<file path="src/hb_ctrl_pkg.sv">
// Constants and types for the half-bridge soft-start and burst sequencer
package hb_ctrl_pkg;

    // ------------------------------------------------------------
    // Timing
    // ------------------------------------------------------------
    localparam int CLK_KHZ          = 10000;
    localparam int T_SS1_US         = 624;
    localparam int T_SS2_US         = 2500;
    localparam int T_SS3_US         = 3750;
    localparam int T_BM_ENTRY_MS    = 10;
    localparam int T_BURST_ON_MS    = 10;
    localparam int T_OVERCURRENT_LEVEL_ONE_MS        = 50;
    localparam int T_SLEEP_WIN_US   = 400;
    localparam int T_DT_MIN_NS      = 250;
    localparam int T_DT_MAX_NS      = 750;
    localparam int SS1_CYC      = T_SS1_US * CLK_KHZ / 1000;
    localparam int SS2_CYC      = T_SS2_US * CLK_KHZ / 1000;
    localparam int SS3_CYC      = T_SS3_US * CLK_KHZ / 1000;
    localparam int BM_ENTRY_CYC = T_BM_ENTRY_MS * CLK_KHZ;
    localparam int BURST_ON_CYC = T_BURST_ON_MS * CLK_KHZ;
    localparam int OVERCURRENT_LEVEL_ONE_CYC     = T_OVERCURRENT_LEVEL_ONE_MS * CLK_KHZ;
    localparam int SLEEP_WIN_CYC = T_SLEEP_WIN_US * CLK_KHZ / 1000;
    localparam int DT_MIN_CYC = (T_DT_MIN_NS * CLK_KHZ + 999999) / 1000000;
    localparam int DT_MAX_CYC = T_DT_MAX_NS * CLK_KHZ / 1000000;

    // ------------------------------------------------------------
    // Levels and frequencies
    // ------------------------------------------------------------
    localparam logic [11:0] BM_ENTRY_MV  = 12'h2EE;  // 750 mV
    localparam logic [11:0] BM_MAX_MV    = 12'h8CA;  // 2250 mV
    localparam logic [11:0] BM_WARN_MV   = 12'h7D0;  // 2000 mV
    localparam logic [11:0] BM_STEP_MV   = 12'h064;  // 100 mV
    localparam int          BM_RAMP_MV   = 1500;
    localparam logic [15:0] SS_START_MAX = 16'h0514; // 1300 kHz
    localparam int          CCO_NUM      = 2;        // 400 kHz/mA = 2/5
    localparam int          CCO_DEN      = 5;
    localparam logic [15:0] OCP_STEP_KHZ = 16'h0005;
    localparam int          SOFT_STEP_CYC = 10;      // 1 kHz per us
    localparam int          PL_HIST      = 8;

    // ------------------------------------------------------------
    // Types
    // ------------------------------------------------------------
    typedef enum logic [3:0] {
        ST_IDLE      = 4'h0,
        ST_SS1       = 4'h1,
        ST_SS2       = 4'h2,
        ST_SS3       = 4'h3,
        ST_NORMAL    = 4'h4,
        ST_SOFT_OFF  = 4'h5,
        ST_SLEEP     = 4'h6,
        ST_BURST_ON  = 4'h7,
        ST_PWR_LIMIT = 4'h8,
        ST_FAULT     = 4'h9
    } mode_t;

    typedef struct packed {
        logic        bus_sense_input_ok;
        logic        burst_current_zero;
        logic        low_side_current_sense_above_ocp;
        logic        low_side_current_sense_below_neg;
        logic        high_side_gate;
        logic        low_side_gate;
        logic [11:0] burst_control_mv;
        logic [11:0] frequency_set_node_ua;
    } sense_t;

    typedef struct packed {
        logic [15:0] fmin;
        logic [15:0] fmax;
        logic [15:0] power_limit_frequency;
    } freq_cfg_t;

    typedef struct packed {
        logic [15:0] freq_target;
        logic [11:0] bm_clamp_mv;
        logic        bm_clamp_en;
        logic        stage_run;
        logic        burst_active;
        logic        restart_req;
        logic [3:0]  dead_time;
    } cmd_t;

endpackage

</file>
<file path="src/dead_time_meter.sv">
// Self-adaptive dead time measurement
`timescale 1ns/1ps
`default_nettype none
module dead_time_meter (
    input  wire logic       clk,
    input  wire logic       rst_n,
    input  wire logic       high_side_gate,
    input  wire logic       low_side_current_sense_below_neg,
    output logic      [3:0] dead_time
);
    import hb_ctrl_pkg::*;

    typedef struct packed {
        logic       hs_prev;
        logic       busy;
        logic [3:0] cnt;
        logic [3:0] dt;
    } dt_state_t;

    dt_state_t s;
    dt_state_t next_s;

    always_comb begin
        next_s = s;
        next_s.hs_prev = high_side_gate;
        if (s.hs_prev && !high_side_gate) begin
            next_s.busy = 1'b1;
            next_s.cnt  = 4'h0;
        end else if (s.busy) begin
            next_s.cnt = s.cnt + 4'h1;
            // Clamped so a missing sense edge cannot stretch dead time
            if (low_side_current_sense_below_neg || s.cnt >= 4'(DT_MAX_CYC)) begin
                next_s.busy = 1'b0;
                if (s.cnt < 4'(DT_MIN_CYC))
                    next_s.dt = 4'(DT_MIN_CYC);
                else if (s.cnt > 4'(DT_MAX_CYC))
                    next_s.dt = 4'(DT_MAX_CYC);
                else
                    next_s.dt = s.cnt;
            end
        end
    end

    always_ff @(posedge clk or negedge rst_n) begin
        if (!rst_n)
            s <= '{hs_prev: 1'b0, busy: 1'b0, cnt: 4'h0, dt: 4'(DT_MAX_CYC)};
        else
            s <= next_s;
    end

    assign dead_time = s.dt;
endmodule
`default_nettype wire

</file>
<file path="src/halfbridge_softstart_burst_ctrl.sv">
// Half-bridge soft-start, burst mode and over-current foldback sequencer
`timescale 1ns/1ps
`default_nettype none
module halfbridge_softstart_burst_ctrl #(
    parameter int P_SS1_CYC      = hb_ctrl_pkg::SS1_CYC,
    parameter int P_SS2_CYC      = hb_ctrl_pkg::SS2_CYC,
    parameter int P_SS3_CYC      = hb_ctrl_pkg::SS3_CYC,
    parameter int P_BM_ENTRY_CYC = hb_ctrl_pkg::BM_ENTRY_CYC,
    parameter int P_BURST_ON_CYC = hb_ctrl_pkg::BURST_ON_CYC,
    parameter int P_OVERCURRENT_LEVEL_ONE_CYC     = hb_ctrl_pkg::OVERCURRENT_LEVEL_ONE_CYC
) (
    input  wire logic               clk,
    input  wire logic               rst_n,
    input  wire hb_ctrl_pkg::sense_t    sense,
    input  wire hb_ctrl_pkg::freq_cfg_t cfg,
    output hb_ctrl_pkg::cmd_t       cmd
);
    import hb_ctrl_pkg::*;

    // ------------------------------------------------------------
    // State
    // ------------------------------------------------------------
    typedef struct packed {
        mode_t                      mode;
        logic [15:0]                freq;
        logic [23:0]                acc;
        logic [19:0]                t;
        logic [4:0]                 pre;
        logic [19:0]                on_time;
        logic [19:0]                off_time;
        logic [19:0]                oc_time;
        logic [15:0]                ocp_off;
        logic                       oc_seen;
        logic                       lsg_prev;
        logic                       armed;
        logic [12:0]                win;
        logic [3:0]                 hist_n;
        logic [PL_HIST-1:0][11:0]   hist;
        cmd_t                       cmd;
    } ctrl_state_t;

    ctrl_state_t s;
    ctrl_state_t next_s;
    logic [3:0]  dt_meas;

    dead_time_meter u_dt (
        .clk            (clk),
        .rst_n          (rst_n),
        .high_side_gate (sense.high_side_gate),
        .low_side_current_sense_below_neg (sense.low_side_current_sense_below_neg),
        .dead_time      (dt_meas)
    );

    // ------------------------------------------------------------
    // Derived frequencies
    // ------------------------------------------------------------
    logic [23:0] span;
    logic [23:0] f_ss0_raw;
    logic [15:0] f_ss0;
    logic [15:0] f_ss1;
    logic [15:0] f_burst;
    logic [15:0] f_cco;
    logic [23:0] cco_prod;

    always_comb begin
        span      = (cfg.fmax > cfg.fmin) ? 24'(cfg.fmax - cfg.fmin) : 24'h0;
        f_ss0_raw = (span << 2) + 24'(cfg.fmin);
        f_ss0     = (f_ss0_raw > 24'(SS_START_MAX)) ? SS_START_MAX
                    : f_ss0_raw[15:0];
        f_ss1     = 16'((span * 24'h00000D) / 24'h000005)
                    + cfg.fmin;
        f_burst   = 16'(((span << 2)) / 24'h000003) + cfg.fmin;
        cco_prod  = 24'(sense.frequency_set_node_ua) * 24'(CCO_NUM);
        f_cco     = 16'(cco_prod / 24'(CCO_DEN));
    end

    // ------------------------------------------------------------
    // Next-state logic
    // ------------------------------------------------------------
    logic        hb_edge;
    logic        pause;
    logic [23:0] delta;
    logic [23:0] len;
    logic [23:0] acc_sum;
    logic [15:0] fold;
    logic        run;

    always_comb begin
        next_s   = s;
        hb_edge  = sense.low_side_gate && !s.lsg_prev;
        pause    = sense.low_side_current_sense_above_ocp;
        delta    = 24'h0;
        len      = 24'h1;
        acc_sum  = 24'h0;
        fold     = 16'h0;
        run      = 1'b0;
        next_s.lsg_prev = sense.low_side_gate;

        // Over-current foldback, one step per switching cycle
        if (hb_edge) begin
            next_s.oc_seen = 1'b0;
            next_s.ocp_off = s.oc_seen ? s.ocp_off + OCP_STEP_KHZ
                             : 16'h0;
            if (s.ocp_off > cfg.fmax)
                next_s.ocp_off = cfg.fmax;
        end
        // Set after the clear: a hit on the first edge of a cycle counts
        if (sense.low_side_gate && sense.low_side_current_sense_above_ocp)
            next_s.oc_seen = 1'b1;

        case (s.mode)
            ST_SS1: begin
                delta = 24'(f_ss0 - f_ss1);
                len   = 24'(P_SS1_CYC);
            end
            ST_SS2: begin
                delta = (f_ss1 > cfg.fmax) ? 24'(f_ss1 - cfg.fmax) : 24'h0;
                len   = 24'(P_SS2_CYC);
            end
            ST_SS3: begin
                delta = span;
                len   = 24'(P_SS3_CYC);
            end
            default: begin
                delta = 24'h0;
                len   = 24'h1;
            end
        endcase
        acc_sum = s.acc + delta;

        case (s.mode)
            ST_IDLE: begin
                next_s.cmd.stage_run = 1'b0;
                if (sense.bus_sense_input_ok) begin
                    next_s.mode = ST_SS1;
                    next_s.freq = f_ss0;
                    next_s.t    = 20'h0;
                    next_s.acc  = 24'h0;
                    next_s.cmd.stage_run   = 1'b1;
                    next_s.cmd.bm_clamp_en = 1'b1;
                    next_s.cmd.bm_clamp_mv = BM_ENTRY_MV;
                end
            end
            ST_SS1, ST_SS2, ST_SS3: begin
                // Time-driven sweep; a paused cycle does not age the phase
                if (!pause && 24'(s.t) < len) begin
                    next_s.t = s.t + 20'h1;
                    if (acc_sum >= len && s.freq != 16'h0) begin
                        next_s.freq = s.freq - 16'h1;
                        next_s.acc  = acc_sum - len;
                    end else begin
                        next_s.acc = acc_sum;
                    end
                end
                if (s.mode == ST_SS3 && !pause && s.cmd.bm_clamp_mv < BM_MAX_MV) begin
                    next_s.pre = s.pre + 5'h1;
                    if (s.pre >= 5'((P_SS3_CYC / BM_RAMP_MV) - 1)) begin
                        next_s.pre = 5'h0;
                        next_s.cmd.bm_clamp_mv =
                            s.cmd.bm_clamp_mv + 12'h001;
                    end
                end
                if (!pause && 24'(s.t) + 24'h1 >= len && s.mode != ST_SS3) begin
                    next_s.t   = 20'h0;
                    next_s.acc = 24'h0;
                    next_s.pre = 5'h0;
                    if (s.mode == ST_SS1) begin
                        next_s.mode = ST_SS2;
                        next_s.freq = f_ss1;
                    end else begin
                        next_s.mode = ST_SS3;
                        next_s.freq = cfg.fmax;
                    end
                end
                if (s.mode == ST_SS3 && 24'(s.t) >= len)
                    next_s.freq = cfg.fmin;
                if (s.mode == ST_SS3 && sense.burst_current_zero) begin
                    next_s.mode = ST_NORMAL;
                    next_s.cmd.bm_clamp_en = 1'b0;
                    next_s.freq = f_cco;
                    next_s.t = 20'h0;
                end
            end
            ST_NORMAL: begin
                next_s.freq = f_cco;
                // Entry is judged only once the current loop owns frequency
                if (sense.burst_control_mv < BM_ENTRY_MV) begin
                    next_s.t = s.t + 20'h1;
                    if (32'(s.t) + 32'h1 > 32'(P_BM_ENTRY_CYC)) begin
                        next_s.mode = ST_SOFT_OFF;
                        next_s.freq = cfg.fmax;
                        next_s.cmd.burst_active = 1'b1;
                        next_s.pre = 5'h0;
                    end
                end else begin
                    next_s.t = 20'h0;
                end
            end
            ST_SOFT_OFF: begin
                next_s.pre = s.pre + 5'h1;
                if (s.pre >= 5'(SOFT_STEP_CYC - 1)) begin
                    next_s.pre = 5'h0;
                    if (s.freq < f_burst)
                        next_s.freq = s.freq + 16'h1;
                end
                if (s.freq >= f_burst) begin
                    next_s.mode          = ST_SLEEP;
                    next_s.cmd.stage_run = 1'b0;
                    next_s.off_time      = 20'h0;
                    next_s.armed         = 1'b0;
                end
            end
            ST_SLEEP: begin
                if (s.off_time != 20'hFFFFF)
                    next_s.off_time = s.off_time + 20'h1;
                if (sense.burst_control_mv >= BM_WARN_MV) begin
                    next_s.armed = 1'b1;
                    if (!s.armed)
                        next_s.win = 13'h0;
                    else if (s.win != 13'h1FFF)
                        next_s.win = s.win + 13'h1;
                end else begin
                    next_s.armed = 1'b0;
                end
                if (sense.burst_control_mv >= BM_MAX_MV) begin
                    next_s.cmd.stage_run = 1'b1;
                    next_s.on_time = 20'h0;
                    next_s.pre     = 5'h0;
                    // An abrupt jump past both levels counts as fast
                    if (!s.armed || 32'(s.win) < 32'(SLEEP_WIN_CYC)) begin
                        next_s.mode = ST_NORMAL;
                        next_s.cmd.burst_active = 1'b0;
                        next_s.t = 20'h0;
                    end else begin
                        next_s.mode = ST_BURST_ON;
                        next_s.freq = f_burst;
                    end
                end
            end
            ST_BURST_ON, ST_PWR_LIMIT: begin
                if (s.on_time != 20'hFFFFF)
                    next_s.on_time = s.on_time + 20'h1;
                if (s.mode == ST_BURST_ON) begin
                    next_s.pre = s.pre + 5'h1;
                    if (s.pre >= 5'(SOFT_STEP_CYC - 1)) begin
                        next_s.pre = 5'h0;
                        if (s.freq > cfg.power_limit_frequency)
                            next_s.freq = s.freq - 16'h1;
                    end
                    if (s.freq <= cfg.power_limit_frequency) begin
                        next_s.mode   = ST_PWR_LIMIT;
                        next_s.hist_n = 4'h0;
                    end
                end else begin
                    next_s.freq = cfg.power_limit_frequency;
                    if (hb_edge) begin
                        next_s.hist = {s.hist[PL_HIST-2:0],
                                       sense.burst_control_mv};
                        if (s.hist_n < 4'(PL_HIST))
                            next_s.hist_n = s.hist_n + 4'h1;
                    end
                end
                if (sense.burst_current_zero) begin
                    next_s.mode = ST_SOFT_OFF;
                    next_s.pre  = 5'h0;
                end
                if (s.mode == ST_PWR_LIMIT &&
                    ((s.hist_n == 4'(PL_HIST) &&
                      sense.burst_control_mv >=
                      s.hist[PL_HIST-1] + BM_STEP_MV) ||
                     32'(s.on_time) > 32'(P_BURST_ON_CYC) ||
                     {1'b0, s.on_time} > {s.off_time, 1'b0})) begin
                    next_s.mode = ST_NORMAL;
                    next_s.cmd.burst_active = 1'b0;
                    next_s.t = 20'h0;
                end
            end
            ST_FAULT: begin
                next_s.cmd.stage_run   = 1'b0;
                next_s.cmd.restart_req = 1'b1;
            end
            default: begin
                next_s.mode = ST_IDLE;
            end
        endcase

        // Level-one over-current timeout while the stage switches
        run = s.cmd.stage_run && s.mode != ST_FAULT;
        if (run && (s.oc_seen || s.ocp_off != 16'h0)) begin
            next_s.oc_time = s.oc_time + 20'h1;
            if (32'(s.oc_time) + 32'h1 > 32'(P_OVERCURRENT_LEVEL_ONE_CYC)) begin
                next_s.mode = ST_FAULT;
                next_s.cmd.stage_run   = 1'b0;
                next_s.cmd.restart_req = 1'b1;
            end
        end else begin
            next_s.oc_time = 20'h0;
        end

        // Foldback raises the command but never past fmax
        if (next_s.freq >= cfg.fmax || !run)
            fold = next_s.freq;
        else if (32'(next_s.freq) + 32'(next_s.ocp_off) > 32'(cfg.fmax))
            fold = cfg.fmax;
        else
            fold = next_s.freq + next_s.ocp_off;
        next_s.cmd.freq_target = fold;
        next_s.cmd.dead_time   = dt_meas;
    end

    always_ff @(posedge clk or negedge rst_n) begin
        if (!rst_n)
            s <= '0;
        else
            s <= next_s;
    end

    assign cmd = s.cmd;
endmodule
`default_nettype wire

</file>
<file path="config.mk">
export PLATFORM = sky130hd
export DESIGN_NAME = halfbridge_softstart_burst_ctrl
export DESIGN_NICKNAME = d
export VERILOG_FILES = /design/src/hb_ctrl_pkg.sv /design/src/dead_time_meter.sv /design/src/halfbridge_softstart_burst_ctrl.sv
export SDC_FILE = /design/constraint.sdc
export NUM_CORES = 2
export LEC_CHECK = 0
export BUFFER_PORTS_ARGS = -buffer_cell sky130_fd_sc_hd__buf_2
export CAP_MARGIN = 20
export CORE_MARGIN = 2
export CORE_UTILIZATION = 70
export CTS_CLUSTER_DIAMETER = 30
export DETAILED_ROUTE_END_ITERATION = 16
export GPL_TIMING_DRIVEN = 0
export PLACE_DENSITY = 0.88
export RECOVER_POWER = 25
export SLEW_MARGIN = 25
export SYNTH_ARGS = -nofsm -noshare
export SYNTH_HDL_FRONTEND = slang
export SYNTH_SLANG_ARGS = --single-unit
export TNS_END_PERCENT = 100
</file>
<file path="constraint.sdc">
create_clock -name clk -period 22.6 [get_ports clk]
set_input_delay 1.13 -clock clk [delete_from_list [all_inputs] [get_ports clk]]
set_output_delay 1.13 -clock clk [all_outputs]
set_load 0.1 [all_outputs]
</file>
==> metrics.txt, run 1 <==
synth top area cells dfrtp_1, ha_1, nand2_1; post-synthesis cell area 39100 sq um; top_reg_cell synth dfrtp_1; Async SR Flop Fraction 100%; Worst EP post-GRT repair cmd[21]$_DFF_PN0_/D; largest area contributor in the netlist dfrtp_1; TritonCTS Buffers 70; total clock sinks 307; outcome did not finish; Starting Density 70.9%; Die Wd 240 um; Synth top area share 19.5%; EDFF count, synth 0; stop err [ERROR GRT-0232] Routing congestion too high. Check the congestion heatmap in the GUI.; GRT Util Overall 78.0%; routability cong. 1.03; clock tree root buffer cell clkbuf_16; Die Ht 240 um; Cell variety after synth 152; H-tree level count 3; post-synthesis area per instance 7.61 sq um; # port buffers 113; Site Rows 86; clk buf depth 3; Post-DP HPWL 99900 um; Mapped Cells 5134; Last stage 5_1_grt; Yosys reg bits 307; pin count of the biggest net entering global routing 94; total congestion overflow 152; Ports 116; Worst-path end type register input; post-synthesis sequential area ratio 19.7%; Synth Warn # 0
-- cell usage after synthesis (16+ instances only) --
cell,n
and3_1,70
o211ai_1,35
or3_1,38
ha_1,379
nor4_1,41
nor3_1,107
nor3b_1,24
o221ai_1,34
fa_1,23
a21oi_1,371
a221o_1,19
o31ai_1,22
o21ai_0,315
inv_1,290
nor2b_1,70
a21o_1,98
dfrtp_1,304
a21boi_0,17
or2_2,26
o22ai_1,24
nor2_1,479
mux2_2,23
xnor2_1,263
clkbuf_1,126
nand4_1,81
a31oi_1,58
a22oi_1,18
xor2_1,103
nand3_1,147
o31a_1,17
o22a_1,16
and2_1,55
a221oi_1,31
a211o_1,18
o21a_1,45
nand2_1,626
o21bai_1,65
mux2i_1,54
buf_4,46
nand2b_1,79
o21ai_1,24
a211oi_1,56
-- metal layers --
layer	GRT usage, %	overflow
met5	31.8	2
met4	79.2	62
met3	62.2	3
met2	93.6	80
met1	78.6	5
-- through the flow --
| stage | setup WS (ns) | cells | hold WS, ns | cell area (sq um) | setup TNS (ns) |
|---|---|---|---|---|---|
| floorplan | -4.22 | 5138 | 0.347 | 40300 | -87.06 |
| detailed placement | -9.64 | 6002 | 0.363 | 41900 | -454.03 |
| global placement | -9.31 | 5999 | 0.361 | 41800 | -424.17 |
| CTS | -5.58 | 6367 | 0.371 | 48000 | -173.54 |
-- repair_timing --
item                       in CTS
gates cloned                    1
setup buffers                 240
gates resized for setup       352
setup endpoints to repair      79
hold buffers                    0
pin swaps                     220
-- kinds of logic after synthesis --
family,Yosys count,share of synthesized area (%)
mux,85,2.38
xor+xnor,373,8.53
flops,307,19.7
simple gates,1952,24.3
fa+ha+maj,415,13.7
other cells,1,0.00960
buf+inv,517,5.76
compound gates,1484,25.7
==> run 2, diff against run 1 <==
CORE_UTILIZATION = 40   (was 70)
CTS_CLUSTER_DIAMETER = default   (was 30)
PLACE_DENSITY = default   (was 0.88)
PLACE_DENSITY_LB_ADDON = 0.15   (was default)
==> metrics.txt, run 2 <==
total congestion overflow 0; Final WS setup -5.98 ns; Worst slew margin -219%; R2R setup slack 9.44 ns; Area Overhead vs Synth 31.6%; TritonCTS Buffers 38 (-46%); Worst R2R Path Depth 68; critical setup path kind in2reg; Yosys reg bits 307 (unchanged); Worst-Margin Slew 4.78 ns; Synth top area share 19.5% (unchanged); CTS tree done; Starting Density 40.4% (-31 points); crit end category flop; top cells by count, synth nand2_1, nor2_1, ha_1; EDFF count, synth 0 (unchanged); RSZ-0062 raised after global routing yes; setup TNS -185.16 ns; Nets 6205; most frequent cells in the layout nand2_1, buf_4, nor2_1; Setup Viol. Count Final 79; Reg clk slew, reported paths 0.06 ns; synth top area cells dfrtp_1, ha_1, nand2_1; Layout fillers 9106; core footprint 96700 sq um; per-cell routed wire length 21.0 um; clk buf depth 3 (unchanged); Vias/cell 5.92; worst min-delay path startpoint u_dt.dead_time[3]$_DFFE_PN0P_; Initial DRC Count 3460; H-tree level count 2 (-1); DRC viols 0; post-route clock period utilization 126%; Crit Path Max Fanout 9; post-synthesis sequential area ratio 19.7% (unchanged); Max stage delay on crit path 0.57 ns; CP dominant cell by count a21oi_2; Hold Path Class reg2reg; Ports 116 (unchanged); largest area contributor in the netlist dfrtp_1; Max-Cap Viols 2; Hold Path Sink cmd[3]$_DFF_PN0_; Final min period 28.58 ns; number of global-route vias before repair 38700; clock tree root buffer cell clkbuf_16; count leader, synth nand2_1; CP required 23.03 ns; Worst-Skew Late Latency 0.59 ns; Worst R2R End cmd[20]$_DFF_PN0_; outcome complete, but fails checks; Hold Violations, Final 0; initial antenna violation count 9; post-synthesis cell area 39100 sq um (unchanged); # port buffers 113 (unchanged); commonest non-fill, non-tap cell in the layout nand2_1; Die Wd 317 um (+32%); clk_skew 0.0662 ns; via count 41600; drt total wl 148000 um; Cell variety after synth 152 (unchanged); Mapped Cells 5134 (unchanged); die area 100000 sq um; Die Ht 317 um (+32%); startpoint types primary input; critical path's slowest cell or4_4; Post-DP HPWL 107000 um (+7.4%); Site Rows 114 (+33%); most flop-heavy register s; total clock sinks 307 (unchanged); hold-fix buffers at CTS 0 (unchanged); Final Slew Violations 135; Largest register FFs 261; pin count of the biggest net entering global routing 89; top_reg_cell synth dfrtp_1; share of post-route cells with drive strength above 1 26.7%; Async SR Flop Fraction 100% (unchanged); first-pass detailed-route iteration total 8; Fmax achieved 0.0350 GHz; post-synthesis area per instance 7.61 sq um (unchanged); Synth Warn # 0 (unchanged); GRT Util Overall 27.8%; r2r startpoint s[295]$_DFF_PN0_; failing checks capacitance limit, slew limit, setup timing; first-pass GRT wire length 222000 um; routability cong. 0.955 (-7.5%); WP data arrival 29.01 ns; post-route ant nets 0; WHS Path Cells 0
==> run 2: cell counts after synthesis <==
Identical to the previous run, type by type.
==> run 2: through the flow <==
| stage | instance area (sq um) | util [%] | cells | hold WS, ns | worst slack (ns) |
|---|---|---|---|---|---|
| finish | 51400 | 53.1 | 7030 | 0.379 | -5.98 |
| global route | 51400 | 53.1 | 7029 | 0.389 | -7.03 |
| CTS | 48100 | 49.7 | 6865 | 0.378 | -5.56 |
| detailed placement | 42700 | 44.1 | 6533 | 0.362 | -10.29 |
| global placement | 42500 | 43.9 | 6527 | 0.367 | -10.21 |
| floorplan | 40300 | - | 5138 | 0.347 | -4.22 |
==> run 2: how the worst max path moves through the flow <==
stage,start,to,slack (ns),depth (start not counted)
after CTS,cfg[41],cmd[20]$_DFF_PN0_,-5.56,141
final,cfg[19],cmd[20]$_DFF_PN0_,-5.98,146
after floorplan,cfg[38],cmd[28]$_DFF_PN0_,-4.22,139
after detailed placement,cfg[17],cmd[20]$_DFF_PN0_,-10.29,132
after global placement,cfg[17],cmd[20]$_DFF_PN0_,-10.21,131
after global routing,cfg[34],cmd[20]$_DFF_PN0_,-7.03,142
==> run 2: worst max-delay path, delay by kind of cell <==
family,cells,cell delay (ns)
xor gates and xnor gates,6,1.06
buffers and inverters,24,3.52
and+or+nand+nor,39,7.59
muxes,3,0.88
adders and majority gates,11,2.69
AOI/OAI and AO/OA,63,12.06
==> run 2: kinds of logic (layout without fill, tap and decap cells) <==
kind of cell | Yosys count | after routing | share of synthesized area, %
muxes | 85 | 86 | 2.38
xor gates and xnor gates | 373 | 373 | 8.53
adders and majority gates | 415 | 415 | 13.7
other | 1 | 7 | 0.00960
DFF | 307 | 307 | 19.7
and+or+nand+nor | 1952 | 1952 | 24.3
buffers and inverters | 517 | 1130 | 5.76
AOI/OAI and AO/OA | 1484 | 1484 | 25.7
==> run 2: area by class of cell <==
type	instances	area (sq um)	share of cell area [%]
timing repair buffer	553	4480	8.72
tap	1276	1600	3.11
sequential	307	7690	15.0
multi-input combinational	4315	33900	65.9
clock inverter	15	181	0.353
inverter	300	1180	2.29
buffer	208	1310	2.54
antenna	2	5.00	0.00974
clock buffer	54	1080	2.10
==> run 2: what timing repair did <==
item                                    in CTS  in global routing
setup buffers                              262                168
gates resized for setup                    460                438
pin swaps                                  256                312
cloned                                       4                  4
endpoints found under the setup margin      79                 79
==> run 2: layer usage <==
metal	GRT usage, %	routed length [um]
met1	38.8	64800
met2	44.1	66700
met3	3.62	10100
met4	10.0	5900
met5	0	41
Power of run 2 is not shown: default switching activity piles up to over one toggle a cycle in this logic, so the estimate is an artifact.
